$ cat config.mk
export PLATFORM = sky130hd
export DESIGN_NAME = bcq_push_trigger
export DESIGN_NICKNAME = d
export VERILOG_FILES = /design/src/bcq_pkg.sv /design/src/bcq_trig_sync.sv /design/src/bcq_push_trigger.sv
export SDC_FILE = /design/constraint.sdc
export NUM_CORES = 1
export LEC_CHECK = 0
export BUFFER_PORTS_ARGS = -buffer_cell sky130_fd_sc_hd__buf_2
export CAP_MARGIN = 20
export CORE_ASPECT_RATIO = 0.75
export CORE_UTILIZATION = 50
export DETAILED_ROUTE_END_ITERATION = 6
export GPL_ROUTABILITY_DRIVEN = 0
export PLACE_DENSITY = 0.74
export SLEW_MARGIN = 25
export SYNTH_ARGS = -nofsm -noshare
export SYNTH_HDL_FRONTEND = slang
export SYNTH_SLANG_ARGS = --single-unit
$ cat constraint.sdc
create_clock -name clock_i -period 4.25 [get_ports clock_i]
set_input_delay 0.2125 -clock clock_i [delete_from_list [all_inputs] [get_ports clock_i]]
set_output_delay 0.2125 -clock clock_i [all_outputs]
set_load 0.02 [all_outputs]
$ cat src/bcq_pkg.sv
// Shared constants and types for the queue-push and trigger-wait op decoder
`default_nettype none
package bcq_pkg;
   localparam int DATA_W = 16;
   localparam int OP_W   = 5;
   localparam int SYNC_STAGES = 3;

   localparam logic [OP_W-1:0] OP_PUSH_BLOCK_STATUS = 5'h11;
   localparam logic [OP_W-1:0] OP_PUSH_IMMEDIATE    = 5'h12;
   localparam logic [OP_W-1:0] OP_PUSH_INDIRECT     = 5'h13;
   localparam logic [OP_W-1:0] OP_WAIT_TRIGGER      = 5'h14;
   localparam logic [OP_W-1:0] OP_PUSH_TIME_HIGH    = 5'h19;
   localparam logic [OP_W-1:0] OP_PUSH_TIME_BOTH    = 5'h1A;

   localparam logic [15:0] ADDR_TIME_TAG_CONFIG   = 16'h0039;
   localparam logic [15:0] ADDR_BC_TIME_COUNT_LOW  = 16'h0043;
   localparam logic [15:0] ADDR_BC_TIME_COUNT_HIGH = 16'h0044;

   localparam int WIDE_TIME_BIT = 3;

   localparam logic [15:0] RESET_TIME_TAG_CONFIG = 16'h0000;
   localparam logic [15:0] RESET_TIME_COUNT      = 16'h0000;
   localparam logic [15:0] LOW_CLEAR_VALUE       = 16'h0000;

   typedef struct packed {
      logic [OP_W-1:0]   code;
      logic              cond;
      logic [DATA_W-1:0] param;
   } bcq_op_t;

   typedef struct packed {
      logic              wr;
      logic              rd;
      logic [15:0]       addr;
      logic [DATA_W-1:0] wdata;
   } bcq_reg_req_t;

   typedef enum logic [2:0] {
      ST_IDLE,
      ST_PUSH,
      ST_MEM,
      ST_TRIG,
      ST_HALT
   } bcq_state_t;
endpackage
`default_nettype wire

$ cat src/bcq_trig_sync.sv
// Trigger pin synchroniser with debounced rising-edge pulse
`default_nettype none
module bcq_trig_sync
   import bcq_pkg::*;
(
   // Clock and reset
   input  wire logic clock_i,
   input  wire logic reset_n_i,
   // Asynchronous pin and edge out
   input  wire logic pin_i,
   output logic      rise_o
);
   timeunit 1ns;
   timeprecision 1ps;
   logic [SYNC_STAGES-1:0] sync_reg;
   logic                   stable_reg;
   logic                   agree;

   // Stage 0 feeds only stage 1; a change counts once stages 1 and 2 agree
   assign agree = (sync_reg[1] == sync_reg[2]);

   always_ff @(posedge clock_i or negedge reset_n_i) begin
      if (!reset_n_i) begin
         sync_reg   <= '0;
         stable_reg <= 1'b0;
         rise_o     <= 1'b0;
      end else begin
         sync_reg   <= {sync_reg[SYNC_STAGES-2:0], pin_i};
         if (agree) begin
            stable_reg <= sync_reg[2];
         end
         rise_o     <= agree & sync_reg[2] & ~stable_reg;
      end
   end
endmodule
`default_nettype wire

$ cat src/bcq_push_trigger.sv
// Bus controller queue-push and trigger-wait op code executor
// Behaviour
// - True 0x19 pushes high time-tag word
// - False condition: no action, fetch next
// - High/both push need wide bit, else trap
// - Config bit 3 selects wide time base
// - 0x1A captures both words, pushes high then low
// - True 0x11 pushes last block status word
// - True 0x12 pushes its parameter immediately
// - True 0x13 pushes word read at parameter
// - True 0x14 waits for trigger rising edge
// - High load without prior low clears low
`default_nettype none
module bcq_push_trigger
   import bcq_pkg::*;
(
   // Clock and reset
   input  wire logic              clock_i,
   input  wire logic              reset_n_i,
   // Op code from the sequencer
   input  wire logic              op_valid_i,
   input  wire bcq_op_t           op_i,
   output logic                   op_ready_o,
   output logic                   op_done_o,
   // Halt and trap
   input  wire logic              restart_i,
   output logic                   halt_o,
   output logic                   trap_o,
   // General purpose queue
   output logic                   q_push_o,
   output logic [DATA_W-1:0]      q_data_o,
   input  wire logic              q_ready_i,
   // Indirect RAM read
   output logic                   mem_rd_o,
   output logic [15:0]            mem_addr_o,
   input  wire logic              mem_rvalid_i,
   input  wire logic [DATA_W-1:0] mem_rdata_i,
   // Message side and time base
   input  wire logic [DATA_W-1:0] block_status_i,
   input  wire logic              time_tick_i,
   output logic                   controller_wide_time_base_o,
   // Register access
   input  wire bcq_reg_req_t      reg_i,
   output logic [DATA_W-1:0]      reg_rdata_o,
   // External trigger pin
   input  wire logic              controller_trigger_input_i
);
   timeunit 1ns;
   timeprecision 1ps;
   ////////////////////////////////////////////////////////////////////////////
   bcq_state_t        state_reg, state_next;
   logic              low_pending_reg, low_pending_next;
   logic [DATA_W-1:0] low_cap_reg, low_cap_next;
   logic              push_next, done_next, trap_next, rd_next;
   logic [DATA_W-1:0] qdata_next;
   logic [15:0]       maddr_next;
   logic [DATA_W-1:0] config_reg, time_low_reg, time_high_reg;
   logic              low_loaded_reg;
   logic              trig_rise;

   bcq_trig_sync u_trig (
      .clock_i   (clock_i),
      .reset_n_i (reset_n_i),
      .pin_i     (controller_trigger_input_i),
      .rise_o    (trig_rise)
   );

   ////////////////////////////////////////////////////////////////////////////
   // Register decode
   wire wr_cfg  = reg_i.wr && (reg_i.addr == ADDR_TIME_TAG_CONFIG);
   wire wr_low  = reg_i.wr && (reg_i.addr == ADDR_BC_TIME_COUNT_LOW);
   wire wr_high = reg_i.wr && (reg_i.addr == ADDR_BC_TIME_COUNT_HIGH);
   wire wide    = config_reg[WIDE_TIME_BIT];
   wire [DATA_W-1:0] rd_mux =
      (reg_i.addr == ADDR_TIME_TAG_CONFIG)    ? config_reg    :
      (reg_i.addr == ADDR_BC_TIME_COUNT_LOW)  ? time_low_reg  :
      (reg_i.addr == ADDR_BC_TIME_COUNT_HIGH) ? time_high_reg : '0;
   wire [31:0] count_inc = {time_high_reg, time_low_reg} + 32'h0000_0001;
   wire        accept    = op_valid_i && (state_reg == ST_IDLE);
   wire        push_hs   = q_push_o && q_ready_i;

   ////////////////////////////////////////////////////////////////////////////
   // Time base registers; a tick in the same cycle as a load loses
   always_ff @(posedge clock_i or negedge reset_n_i) begin
      if (!reset_n_i) begin
         config_reg     <= RESET_TIME_TAG_CONFIG;
         time_low_reg   <= RESET_TIME_COUNT;
         time_high_reg  <= RESET_TIME_COUNT;
         low_loaded_reg <= 1'b0;
         reg_rdata_o    <= '0;
      end else begin
         if (wr_cfg) begin
            config_reg <= reg_i.wdata;
         end
         if (wr_high) begin
            time_high_reg <= reg_i.wdata;
            if (!low_loaded_reg) begin
               time_low_reg <= LOW_CLEAR_VALUE;
            end
         end else if (wr_low) begin
            time_low_reg <= reg_i.wdata;
         end else if (time_tick_i) begin
            time_low_reg <= count_inc[15:0];
            if (wide) begin
               time_high_reg <= count_inc[31:16];
            end
         end
         // Only a low load directly before keeps the low word
         if (reg_i.wr || accept) begin
            low_loaded_reg <= wr_low;
         end
         if (reg_i.rd) begin
            reg_rdata_o <= rd_mux;
         end
      end
   end

   ////////////////////////////////////////////////////////////////////////////
   // Op sequencing
   always_comb begin
      state_next       = state_reg;
      low_pending_next = low_pending_reg;
      low_cap_next     = low_cap_reg;
      push_next        = q_push_o & ~q_ready_i;
      qdata_next       = q_data_o;
      done_next        = 1'b0;
      trap_next        = 1'b0;
      rd_next          = 1'b0;
      maddr_next       = mem_addr_o;
      case (state_reg)
         ST_IDLE: begin
            if (accept) begin
               if (!op_i.cond) begin
                  done_next = 1'b1;
               end else if (op_i.code == OP_PUSH_TIME_HIGH ||
                            op_i.code == OP_PUSH_TIME_BOTH) begin
                  if (!wide) begin
                     trap_next  = 1'b1;
                     state_next = ST_HALT;
                  end else begin
                     push_next        = 1'b1;
                     qdata_next       = time_high_reg;
                     low_cap_next     = time_low_reg;
                     low_pending_next = (op_i.code == OP_PUSH_TIME_BOTH);
                     state_next       = ST_PUSH;
                  end
               end else if (op_i.code == OP_PUSH_BLOCK_STATUS) begin
                  push_next  = 1'b1;
                  qdata_next = block_status_i;
                  state_next = ST_PUSH;
               end else if (op_i.code == OP_PUSH_IMMEDIATE) begin
                  push_next  = 1'b1;
                  qdata_next = op_i.param;
                  state_next = ST_PUSH;
               end else if (op_i.code == OP_PUSH_INDIRECT) begin
                  rd_next    = 1'b1;
                  maddr_next = op_i.param;
                  state_next = ST_MEM;
               end else if (op_i.code == OP_WAIT_TRIGGER) begin
                  state_next = ST_TRIG;
               end else begin
                  done_next = 1'b1;
               end
            end
         end
         ST_PUSH: begin
            if (push_hs) begin
               if (low_pending_reg) begin
                  push_next        = 1'b1;
                  qdata_next       = low_cap_reg;
                  low_pending_next = 1'b0;
               end else begin
                  done_next  = 1'b1;
                  state_next = ST_IDLE;
               end
            end
         end
         ST_MEM: begin
            if (mem_rvalid_i) begin
               push_next  = 1'b1;
               qdata_next = mem_rdata_i;
               state_next = ST_PUSH;
            end
         end
         ST_TRIG: begin
            // Edges seen before the wait began are not remembered
            if (trig_rise) begin
               done_next  = 1'b1;
               state_next = ST_IDLE;
            end
         end
         ST_HALT: begin
            if (restart_i) begin
               state_next = ST_IDLE;
            end
         end
         default: begin
            state_next = ST_IDLE;
         end
      endcase
   end

   always_ff @(posedge clock_i or negedge reset_n_i) begin
      if (!reset_n_i) begin
         state_reg       <= ST_IDLE;
         low_pending_reg <= 1'b0;
         low_cap_reg     <= '0;
         q_push_o        <= 1'b0;
         q_data_o        <= '0;
         op_done_o       <= 1'b0;
         trap_o          <= 1'b0;
         mem_rd_o        <= 1'b0;
         mem_addr_o      <= '0;
         op_ready_o      <= 1'b1;
         halt_o          <= 1'b0;
         controller_wide_time_base_o <= 1'b0;
      end else begin
         state_reg       <= state_next;
         low_pending_reg <= low_pending_next;
         low_cap_reg     <= low_cap_next;
         q_push_o        <= push_next;
         q_data_o        <= qdata_next;
         op_done_o       <= done_next;
         trap_o          <= trap_next;
         mem_rd_o        <= rd_next;
         mem_addr_o      <= maddr_next;
         op_ready_o      <= (state_next == ST_IDLE);
         halt_o          <= (state_next == ST_HALT);
         controller_wide_time_base_o <= wide;
      end
   end
endmodule
`default_nettype wire

## Yosys cells after proc, flatten, opt, wreduce, memory -nomap -nowiden

Cells that the tools add are included.

- $add $sub $neg: 1
- Multipliers: 0
- Div/mod/pow operators: 0
- Magnitude comparators: 0
- Eq/ne operators: 26
- Shift operators: 0
- Multiplexer cells: 74
- Bitwise operators: 8
- Reductions and logical operators: 20

Operators by type and width:

| operator | number |
|---|---|
| $mux W16 | 20 |
| $pmux W16 S3 | 1 |
| $mux W3 | 13 |
| $mux W1 | 36 |
| $add A32 B1 Y32 const B | 1 |
| $eq A16 B7 Y1 const B | 2 |
| $eq A5 B5 Y1 const B | 6 |
| $eq A16 B6 Y1 const B | 1 |
| $pmux W3 S5 | 1 |
| $ne A2 B2 Y1 const B | 7 |
| $reduce_and A8 Y1 | 1 |
| $reduce_and A7 Y1 | 1 |
| $eq A3 B2 Y1 const B | 2 |
| $eq A3 B3 Y1 const B | 2 |
| $logic_not A3 Y1 | 2 |
| $pmux W1 S3 | 2 |
| $reduce_and A6 Y1 | 1 |
| $reduce_bool A2 Y1 | 3 |
| $reduce_bool A3 Y1 | 2 |
| $logic_and A1 B1 Y1 | 5 |
| $not A1 Y1 | 5 |
| $reduce_and A5 Y1 | 1 |
| $ne A2 B1 Y1 const B | 2 |
| $ne A4 B1 Y1 const B | 1 |
| other kinds (8) | 11 |

- Flip-flop bits (word level): 129
- Bits in latches: 0
- Memory bits (writable): 0
- ROM bits: 0
- Input port bits: 96
- Output and inout port bits: 55
- Logic and storage cells: 149
- Memories kept: 0

## Logic depth before layout (Yosys ltp)

Gate-level depths: netlist of run 1.

- Word-level depth: 10
- Mapped depth: 8

## By module

From an unflattened synthesis of run 1, not the netlist that was laid out.

- Cells, all modules: 687
- Area, all modules: 6,936.7 sq um

By module, submodules not included:

| module | instances | cells an instance | area each (sq um) |
|---|---|---|---|
| bcq_push_trigger | 1 | 679 | 6,777.8 |
| bcq_trig_sync | 1 | 8 | 158.9 |

## Worst setup path before layout of run 1

Ideal clock, no wire load.

- Kind: input to register
- From: input port reg_i[25] in the netlist's numbering
- To: register config_reg[10]
- Data arrival time: 1.976 ns
- Data required time: 4.125 ns
- Setup slack: 2.149 ns
- Stages on the path: 7
- Path buffers: 2
- Path through: or4_1 > or2_0 > buf_2 > nor3_4 > nand2_4 > buf_6 > mux2_4

- Word-level cells in the longest chain between the ends: 2

Ends and longest elaborated chain:

| item | line | RTL |
|---|---|---|
| start: declaration | bcq_push_trigger.sv:43 | `input wire bcq_reg_req_t reg_i,` |
| $eq A16 B6 Y1 | bcq_push_trigger.sv:70 | `wire wr_cfg = reg_i.wr && (reg_i.addr == ADDR_TIME_TAG_CONFIG);` |
| $logic_and A1 B1 Y1 | bcq_push_trigger.sv:70 |  |
| end signal: assignment | bcq_push_trigger.sv:93 | `config_reg <= reg_i.wdata;` |
| end: declaration | bcq_push_trigger.sv:57 | `logic [DATA_W-1:0] config_reg, time_low_reg, time_high_reg;` |

No other way between the ends.
A chain may end at the register's enable or synchronous reset.

## Worst setup path after layout of run 1

- From: input port reg_i[25] in the netlist's numbering
- To: register time_low_reg[14]

- Word-level cells in the longest chain between the ends: 4

Ends and longest elaborated chain:

| item | line | RTL |
|---|---|---|
| $eq A16 B7 Y1, on equally long branches | bcq_push_trigger.sv:72, bcq_push_trigger.sv:71 |  |
| $logic_and A1 B1 Y1, on equally long branches | bcq_push_trigger.sv:72, bcq_push_trigger.sv:71 |  |
| $ne A2 B2 Y1 (no line), or another cell as far along | -- |  |
| $reduce_and A2 Y1 (no line) / $mux W16 (equally long branches) | -- |  |
| end signal: assignment | bcq_push_trigger.sv:101 | `time_low_reg <= reg_i.wdata;` |
| end signal: assignment | bcq_push_trigger.sv:103 | `time_low_reg <= count_inc[15:0];` |
| end: declaration | bcq_push_trigger.sv:57 |  |

Parallel ways exist; a longest one is shown, timed or not.

==> results of run 1 <==
==> path summary, 6_finish.rpt <==
check	startpoint	end	slack, ns
worst max-delay path	reg_i[25]	time_low_reg[14]$_DFFE_PN0P_	1.64
worst max register to register	time_low_reg[5]$_DFFE_PN0P_	time_high_reg[1]$_DFFE_PN0P_	1.64
worst min register to register	u_trig.sync_reg[0]$_DFF_PN0_	u_trig.sync_reg[1]$_DFF_PN0_	0.36
min in group asynchronous	reset_n_i	q_data_o[0]$_DFFE_PN0P_	0.35
worst min-delay path	op_i[9]	mem_addr_o[9]$_DFFE_PN0P_	0.04
max in group asynchronous	reset_n_i	time_high_reg[10]$_DFFE_PN0P_	2.79
==> layout by cell type (no fill, tap or decap), types with 14 or more instances in the layout <==
cell,n
a211o_1,16
buf_2,149
nand3_1,23
a21oi_1,40
nor2_1,56
mux2i_1,18
xnor2_1,14
a31oi_1,20
a222oi_1,15
a22oi_1,24
o21ai_0,38
mux2_2,39
clkbuf_16,17
nand2_1,36
dfrtp_1,128
a2111oi_0,15
==> layer usage <==
layer,GRT usage [%],vias up,wire [um]
li1,-,2833,-
met1,39.3,3109,8330
met2,43.7,390,9180
met3,7.41,43,1930
met4,9.86,0,396
met5,0,-,0
==> logic make-up (layout without fill, tap and decap cells) <==
kind of cell,count (synthesis),after routing,synth area share (%)
XOR/XNOR,14,14,1.77
adder cells (fa/ha/maj),2,2,0.361
AND/OR/NAND/NOR,196,196,15.2
multiplexers,67,67,11.1
AO/OA/AOI/OAI,206,206,20.6
flip-flops,129,129,46.6
buffers and inverters,67,202,4.26
==> critical path, cell delays in order <==
cell	delay, ns
buf_2	0.09
or4_1	0.59
nor4_4	0.27
buf_4	0.45
and2_1	0.20
buf_4	0.28
o21bai_1	0.50
o21ai_0	0.25
==> through the flow <==
step | hold WS [ns] | instance area [um^2]
5_1_grt | 0.0309 | 8390
4_1_cts | 0.0304 | 8370
3_5_place_dp | 0.268 | 7730
6_report | 0.0357 | 8390
2_1_floorplan | -0.0831 | 6930
3_3_place_gp | 0.254 | 7710
==> layout make-up <==
class                      count  area, um^2
fill                        1090        4850
timing repair buffer         160         841
sequential                   129        3230
inverter                      10        37.5
clock inverter                12         159
clock buffer                  20         457
tap                          171         214
multi-input combinational    485        3460
==> power by group through the flow <==
stage	clock network [mW]	logic, mW	registers (mW)
finish	1.52	0.824	1.53
global route	1.59	0.903	1.55
CTS	1.53	0.825	1.53
detailed placement	0	0.819	1.55
global placement	0	0.790	1.54
floorplan	0	0.379	1.65
==> results.md, run 1 <==
- Outcome: finished, violations left
- Failing checks: design-rule violations
- CTS HTree Levels: 4
- CTS clock-pin slew for the worst setup and hold paths: 0.06 ns
- Final min period: 2.61 ns
- Max Slew Vio Count: 0
- # DRC: 10
- CTS Buffer Depth: 2
- Largest net degree at the start of global routing: 53
- DR pass1 iterations: 7
- RSZ-0062 raised after global routing: false
- Yosys top cell area share: between 40% and 50%
- Dpl ws: 1.31 ns
- Routed WL: 19.8 mm
- Die width: 138 um
- Max Clock Freq: 382 MHz
- Setup violators final: 0
- Iteration-0 DRC count of the detailed router: 631
- Worst Skew: 0.0118 ns
- Top cells by area, synth: dfrtp_1 (46%), mux2_2 (6.3%), nor2_1 (3.1%), a21oi_1 (2.9%), o21ai_0 (2.7%)
- Clock Power Share: 39.2%
- Switching Fraction: between 30% and 40%
- First-pass GRT wire length: 31.9 mm
- Pwr Total: 3.87 mW
- CTS root buffer: clkbuf_16
- Layout cells sized above 1: a little under a third
- CTS tree: yes
- Cell taking the most area after synthesis: dfrtp_1
- Post-CTS Setup Inserts: 0
- Placed cell count: 952
- Core Util, Final: 63.4%
- Core area: 0.0132 mm^2
- Post-CTS Hold Fix Bufs: 2
- Leakage Power: 3.92 nW
- Avg Inst Size Synth: a little over 10 um^2
- Critical Path Source Type: input port
- Antenna-violating nets left: 0
- Area Overhead vs Synth: 21.2%
- GRT overflow: 0
- Routed WL per cell: 20.1 um
- DPL Wire Length: 14.0 mm
- Vias per cell: 6.46
- Crit. End Element: flip-flop
- Register share of total power: 39.5%
- Final cell count without fillers: 987
- Worst rel slew slack: 33.6%
- Distinct cells, synth: 67
- Seq/Total Area, Yosys: 46.6%
- Power Internal: 2.65 mW
- Primary FF master, synth: dfrtp_1
- Row count: 36
- Critical path class: in2reg
- Port buffer count: 150
- Final hold violations: 0
- Data required, critical path: 4.50 ns
- Cells after synthesis: 681
- Setup ws final: 1.64 ns
- Worst-Skew Late Latency: 0.43 ns
- Most frequent cell after synthesis: dfrtp_1
- Vias in the first global route: 6,299
- Via count: 6,375
- Post-synth EDFFs: 0
- TritonCTS Buffers: 17
- # clock sinks: around 130
- Critical Path AT: 2.87 ns
- Setup_tns: 0 ns
- Sw Pwr: 1.22 mW
- Post-layout net count: 901
- # diodes: 0
- Die Span Y: 104 um
- Antenna violations before repair: 0
- Final Cycle Share: 61.5%
- Commonest cells in the netlist: dfrtp_1 (128), nor2_1 (57), a21oi_1 (40), mux2_2 (39), o21ai_0 (38)
- HP Class: in2reg
- P per Cell Area: 461 mW/mm^2
- Ys Warns: 0
- Actual slew at the worst max-slew pin: about 1 ns
- Mapped Area: 0.00693 mm^2
- Starting Density: 52.3%
- Comb power frac: 21.3%
- Worst Hold Depth: 2
- Flops & latches, synth: 129
- # IOs: 151
- Synth async-reset ratio: between 90% and 100%
- Max-Cap Viols: 0
- GRT Total Usage: between 20 and 30%
- Post-cts resize count: 0
- Die Area: 0.0143 mm^2
- Reg2Reg Depth: 5
- Peak supply drop: 0.000312 V
- Syn_nets: 779
- Worst-path fanout max: 49
No activity file was read; power rests on OpenSTA's default activity.
==> inputs of run 2 (changes only) <==
- PLACE_DENSITY: 0.74 -> 0.77
- clock period: 4.25 -> 2.1 ns (I/O delays scaled with it)
==> run 2 against run 1 <==
  * The flow now finishes without violations
  * Combinational power is 140% higher
  * Critical path depth fell by 2
  * Cell count up 9.3%
  * Flip-flop and latch count did not move
  * Clock power rose by 93%
  * Sequential share of layout area fell by 3.7 points
  * Die area stayed put
  * Core utilization increased by 6.8 points
  * Largest power group unchanged
==> results.md, run 2 (synthesis gave the netlist of run 1 again) <==
- Met3 Track Usage GR: 6.53%
- Via count: 6,819
- Worst reg2reg setup slack: 0.01 ns
- Worst Skew: a little under 0.009 ns
- Busiest layer in global routing: met2
- Die width: roughly 140 um
- Antenna-violating nets left: 0
- CTS tree: yes
- Vias per cell: around 6.3
- # clock sinks: around 130
- Final Cycle Share: 99.3%
- Routed WL per cell: 19.8 um
- Leakage Power: around 4.4 nW
- # diodes: 0
- # DRC: 0
- TritonCTS Buffers: 17
- Antenna violations before repair: 0
- Actual slew at the worst max-slew pin: 0.835 ns
- FF/Latch Area: approximately 0.0032 mm^2
- Data required, critical path: approximately 2.4 ns
- Worst rel slew slack: 44.3%
- Fillers: between 900 and 1,000
- Met2 Use GR: 49.8%
- Final cell count without fillers: 1,079
- Post-layout net count: approximately 990
- Final hold violations: 0
- Most common cell after layout, fill and taps aside: buf_2
- Dpl ws: -0.181 ns
- # IOs: 151
- Final min period: approximately 2.1 ns
- Most frequent cells in the layout: buf_2 (149), dfrtp_1 (127), buf_4 (58), nor2_1 (56), a21oi_1 (40)
- Placed inst area: 0.00827 mm^2
- Max Clock Freq: around 480 MHz
- Max-Cap Viols: 0
- Layout cells sized above 1: a little over a third
- Die Area: 0.0143 mm^2
- P per Cell Area: 854 mW/mm^2
- Critical Path Source Type: flip-flop
- Worst Hold Depth: 3
- Setup violators final: 0
- RSZ-0062 raised after global routing: true
- Max Slew Vio Count: 0
- Row count: 36
- Port buffer count: 150
- CTS root buffer: clkbuf_16
- Die Span Y: 104 um
- CTS Buffer Depth: 2
- Reg2Reg Depth: 6
- HP Class: in2reg
- Starting Density: 52.3%
- Vias in the first global route: 6,859
- Placed cell count: around 1,000
- Routed WL: 21.4 mm
- GRT Total Usage: a little under a third
- Area of the multi-input gates: 0.00349 mm^2
- Crit. End Element: flip-flop
- Critical Path AT: 2.38 ns
- GRT overflow: 0
- Iteration-0 DRC count of the detailed router: 841
- Worst-path fanout max: 4
- First-pass GRT wire length: 34.5 mm
- Setup ws final: 0.0148 ns
- Outcome: completed
- Critical path class: reg2reg
- DR pass1 iterations: 6
- Core area: 0.0132 mm^2
- Area Overhead vs Synth: 34.1%
- Met1 Use GR: 41.0%
- CTS clock-pin slew for the worst setup and hold paths: 0.06 ns
- DPL Wire Length: 14.5 mm
- CTS HTree Levels: 4
- Peak supply drop: 0.000800 V
- Largest net degree at the start of global routing: 51
- Final instance area: 0.00929 mm^2
- Worst-Skew Late Latency: around 0.42 ns
## run 2: layout make-up
cell class	count	share of cell area, %
Multi-Input combinational cell	485	37.6
Sequential cell	129	34.8
Timing Repair Buffer	253	18.6
Clock buffer	19	4.87
Inverter	10	0.404
Tap cell	171	2.30
Clock inverter	12	1.43
## run 2: where the power goes
group	switching (mW)	leakage, nW	total (mW)	internal (mW)
sequential	0.222	1.68	3.04	2.82
clock	1.13	0.282	2.94	1.81
combinational	1.18	2.40	1.96	0.781
total	2.53	4.36	7.94	5.40
## run 2: what timing repair did
action | CTS | global route
pin swaps | 0 | 1
buffers inserted | 0 | 1
hold endpoints to repair | 90 | 0
gates resized for setup | 3 | 14
endpoints found under the setup margin | 3 | 23
hold buffers | 37 | 0
## run 2: routing by layer
metal	vias up	share of wire (%)
met2	434	47
met1	3298	40
met4	0	2.9
met5	-	0
met3	74	9.4
li1	3013	-
## run 2: path summary, 6_finish.rpt
path	from	endpoint
worst max-delay path	time_low_reg[1]$_DFFE_PN0P_	time_high_reg[14]$_DFFE_PN0P_
worst min-delay path	mem_rdata_i[6]	q_data_o[6]$_DFFE_PN0P_
worst max register to register	time_low_reg[1]$_DFFE_PN0P_	time_high_reg[14]$_DFFE_PN0P_
worst min register to register	u_trig.sync_reg[0]$_DFF_PN0_	u_trig.sync_reg[1]$_DFF_PN0_
max in group asynchronous	reset_n_i	time_low_reg[11]$_DFFE_PN0P_
min in group asynchronous	reset_n_i	time_high_reg[1]$_DFFE_PN0P_
## run 2: worst max-delay path: stages (launching register included)
cell and delay (ns):
dfrtp_1 0.42, ha_1 0.20, and4_2 0.30, nand3_1 0.21, a2111oi_0 0.57, xnor2_1 0.18
o21ai_0 0.08
## run 2: metrics by stage
| step | setup TNS (ns) | hold slack [ns] | power [mW] | util (%) |
|---|---|---|---|---|
| 6_report | 0 | 0.0120 | 7.94 | 70.2 |
| 5_1_grt | -0.113 | 0.0271 | 8.26 | 70.2 |
| 4_1_cts | 0 | 0.00195 | 7.93 | 69.7 |
| 3_5_place_dp | -1.97 | 0.145 | 4.92 | 62.4 |
| 3_3_place_gp | -0.480 | 0.133 | 4.84 | 62.4 |
| 2_1_floorplan | 0 | -0.191 | 4.11 | - |
==> inputs of run 3 (changes only) <==
- clock period: 2.1 -> 1.73 ns (I/O delays scaled with it)
==> run 3 against run 2 <==
  * The run now ends with design-rule violations, negative setup slack left
  * Register-to-register slack worse by 0.25 ns
  * Sequential power up 21%
  * Die area unchanged
  * Total power up 24%
  * Cell area up 8.7%
  * Via count up 6.2%
  * Core utilization up 6.1 points
  * Sequential share of layout area down 2.8 points
  * First-iteration DRC count down 2.0%
  * Critical endpoint is now time_high_reg[7]$_DFFE_PN0P_
  * Largest cell class unchanged
  * Largest power group unchanged
==> results.md, run 3 (synthesis gave the netlist of run 1 again) <==
- Outcome: finished, violations left
- Failing checks: design-rule violations, negative setup slack
- Row count: 36
- Antenna-violating nets left: 0
- CTS tree: yes
- DR pass1 iterations: 7
- Worst Skew: 0.00809 ns
- Critical Path AT: between 2 and 2.5 ns
- Worst rel slew slack: around 64%
- RSZ-0062 raised after global routing: true
- Antenna violations before repair: 0
- Via count: 7,239
- Iteration-0 DRC count of the detailed router: a little over 800
- First-pass GRT wire length: 35.5 mm
- HP Class: in2reg
- Area Overhead vs Synth: 45.8%
- Most common cell after layout, fill and taps aside: buf_2
- Routed WL: 24.1 mm
- Die Area: 0.0143 mm^2
- Core Util, Final: 76.3%
- Worst-Skew Late Latency: 0.43 ns
- Critical Path Source Type: flip-flop
- # IOs: 151
- Post-layout net count: 1,036
- # clock sinks: 129
- Crit. End Element: flip-flop
- Vias per cell: 6.46
- Most frequent cells in the layout: buf_2 (149), dfrtp_1 (125), buf_4 (83), nor2_1 (55), dlygate4sd3_1 (42)
- Peak supply drop: a little under 0.001 V
- Core area: 0.0132 mm^2
- Die width: approximately 140 um
- GRT Total Usage: 32.3%
- Starting Density: 52.3%
- Setup ws final: -0.240 ns
- Placed inst area: 0.00854 mm^2
- Setup violators final: 34
- Final min period: 1.97 ns
- Max-Cap Viols: 0
- Worst-path fanout max: 5
- Routed WL per cell: 21.6 um
- Max Slew Vio Count: 0
- DPL Wire Length: 15.2 mm
- TritonCTS Buffers: 17
- Final Cycle Share: 114%
- Data required, critical path: 2.06 ns
- Critical path class: reg2reg
- CTS root buffer: clkbuf_16
- Actual slew at the worst max-slew pin: 0.537 ns
- CTS clock-pin slew for the worst setup and hold paths: 0.06 ns
- CTS HTree Levels: 4
- GRT overflow: 0
- # DRC: 3
- Port buffer count: 150
- Die Span Y: just over 100 um
- Final hold violations: 0
- Leakage Power: between 4 and 5 nW
- CTS Buffer Depth: 2
- # diodes: 0
- P per Cell Area: a little under 1000 mW/mm^2
- Largest net degree at the start of global routing: 58
- Final instance area: 0.0101 mm^2
- Vias in the first global route: 7,043
- Max Clock Freq: slightly above 500 MHz
- Setup_tns: -1.77 ns
- Layout cells sized above 1: roughly 42%
[run 3: cell count changes in the layout (fill, tap and decap cells not counted), sizes merged]
cell         delta
clkbuf          +1
clkinv          +3
bufinv          -1
inv             -2
dlygate4sd3     +5
buf            +35
[run 3: path summary, 6_finish.rpt]
kind	start	to	slack, ns	depth (start not counted)
worst max-delay path	time_low_reg[1]$_DFFE_PN0P_	time_high_reg[7]$_DFFE_PN0P_	-0.24	6
worst min-delay path	mem_rdata_i[3]	q_data_o[3]$_DFFE_PN0P_	0.005	3
worst max register to register	time_low_reg[1]$_DFFE_PN0P_	time_high_reg[7]$_DFFE_PN0P_	-0.24	6
worst min register to register	u_trig.sync_reg[0]$_DFF_PN0_	u_trig.sync_reg[1]$_DFF_PN0_	0.35	0
max in group asynchronous	reset_n_i	time_low_reg[3]$_DFFE_PN0P_	0.92	3
min in group asynchronous	reset_n_i	low_cap_reg[11]$_DFFE_PN0P_	0.15	2
[run 3: what timing repair did]
item / CTS / global route
pin swaps: 13 / 14
setup buffers: 4 / 10
endpoints found under the setup margin: 44 / 60
hold endpoints to repair: 100 / 1
gates resized for setup: 42 / 50
hold buffers: 41 / 1
cloned: 2 / 3
[run 3: through the flow]
stage / total power, mW / hold slack, ns / worst slack (ns) / std cells
floorplan: 5.07 / -0.209 / -0.212 / 681
global placement: 5.97 / 0.0306 / -0.246 / 1030
detailed placement: 6.08 / 0.0445 / -0.314 / 1030
CTS: 9.49 / 0.0000388 / -0.122 / 1107
global route: 10.2 / 0.0167 / -0.231 / 1120
finish: 9.81 / 0.00549 / -0.240 / 1120
[run 3: report_power, final]
part           switching (mW)  leakage, nW  internal [mW]
registers               0.267         1.68           3.42
clock network            1.36        0.257           1.94
logic                    1.64         2.69           1.19
total                    3.26         4.62           6.55
[run 3: final cells by class]
class | instances | area, um^2
clock buffers | 18 | 429
clock inverters | 12 | 96.3
fillers | 864 | 3140
inverters | 10 | 42.5
multi-input cells | 485 | 3910
flip-flops and latches | 129 | 3230
well taps | 171 | 214
repair buffers | 295 | 2180
[run 3: per-layer routing]
metal  track usage [%]  share of wire, %
met2              53.0                48
met5                 0                 0
met4              12.7               3.8
met3              7.26               9.3
met1              41.1                39
[run 3: critical path: stages, from the launching register on]
cell,delay [ns]
dfrtp_1,0.38
buf_4,0.13
and4_4,0.25
nand3_4,0.10
or3_4,0.38
or4_4,0.47
a31oi_4,0.17
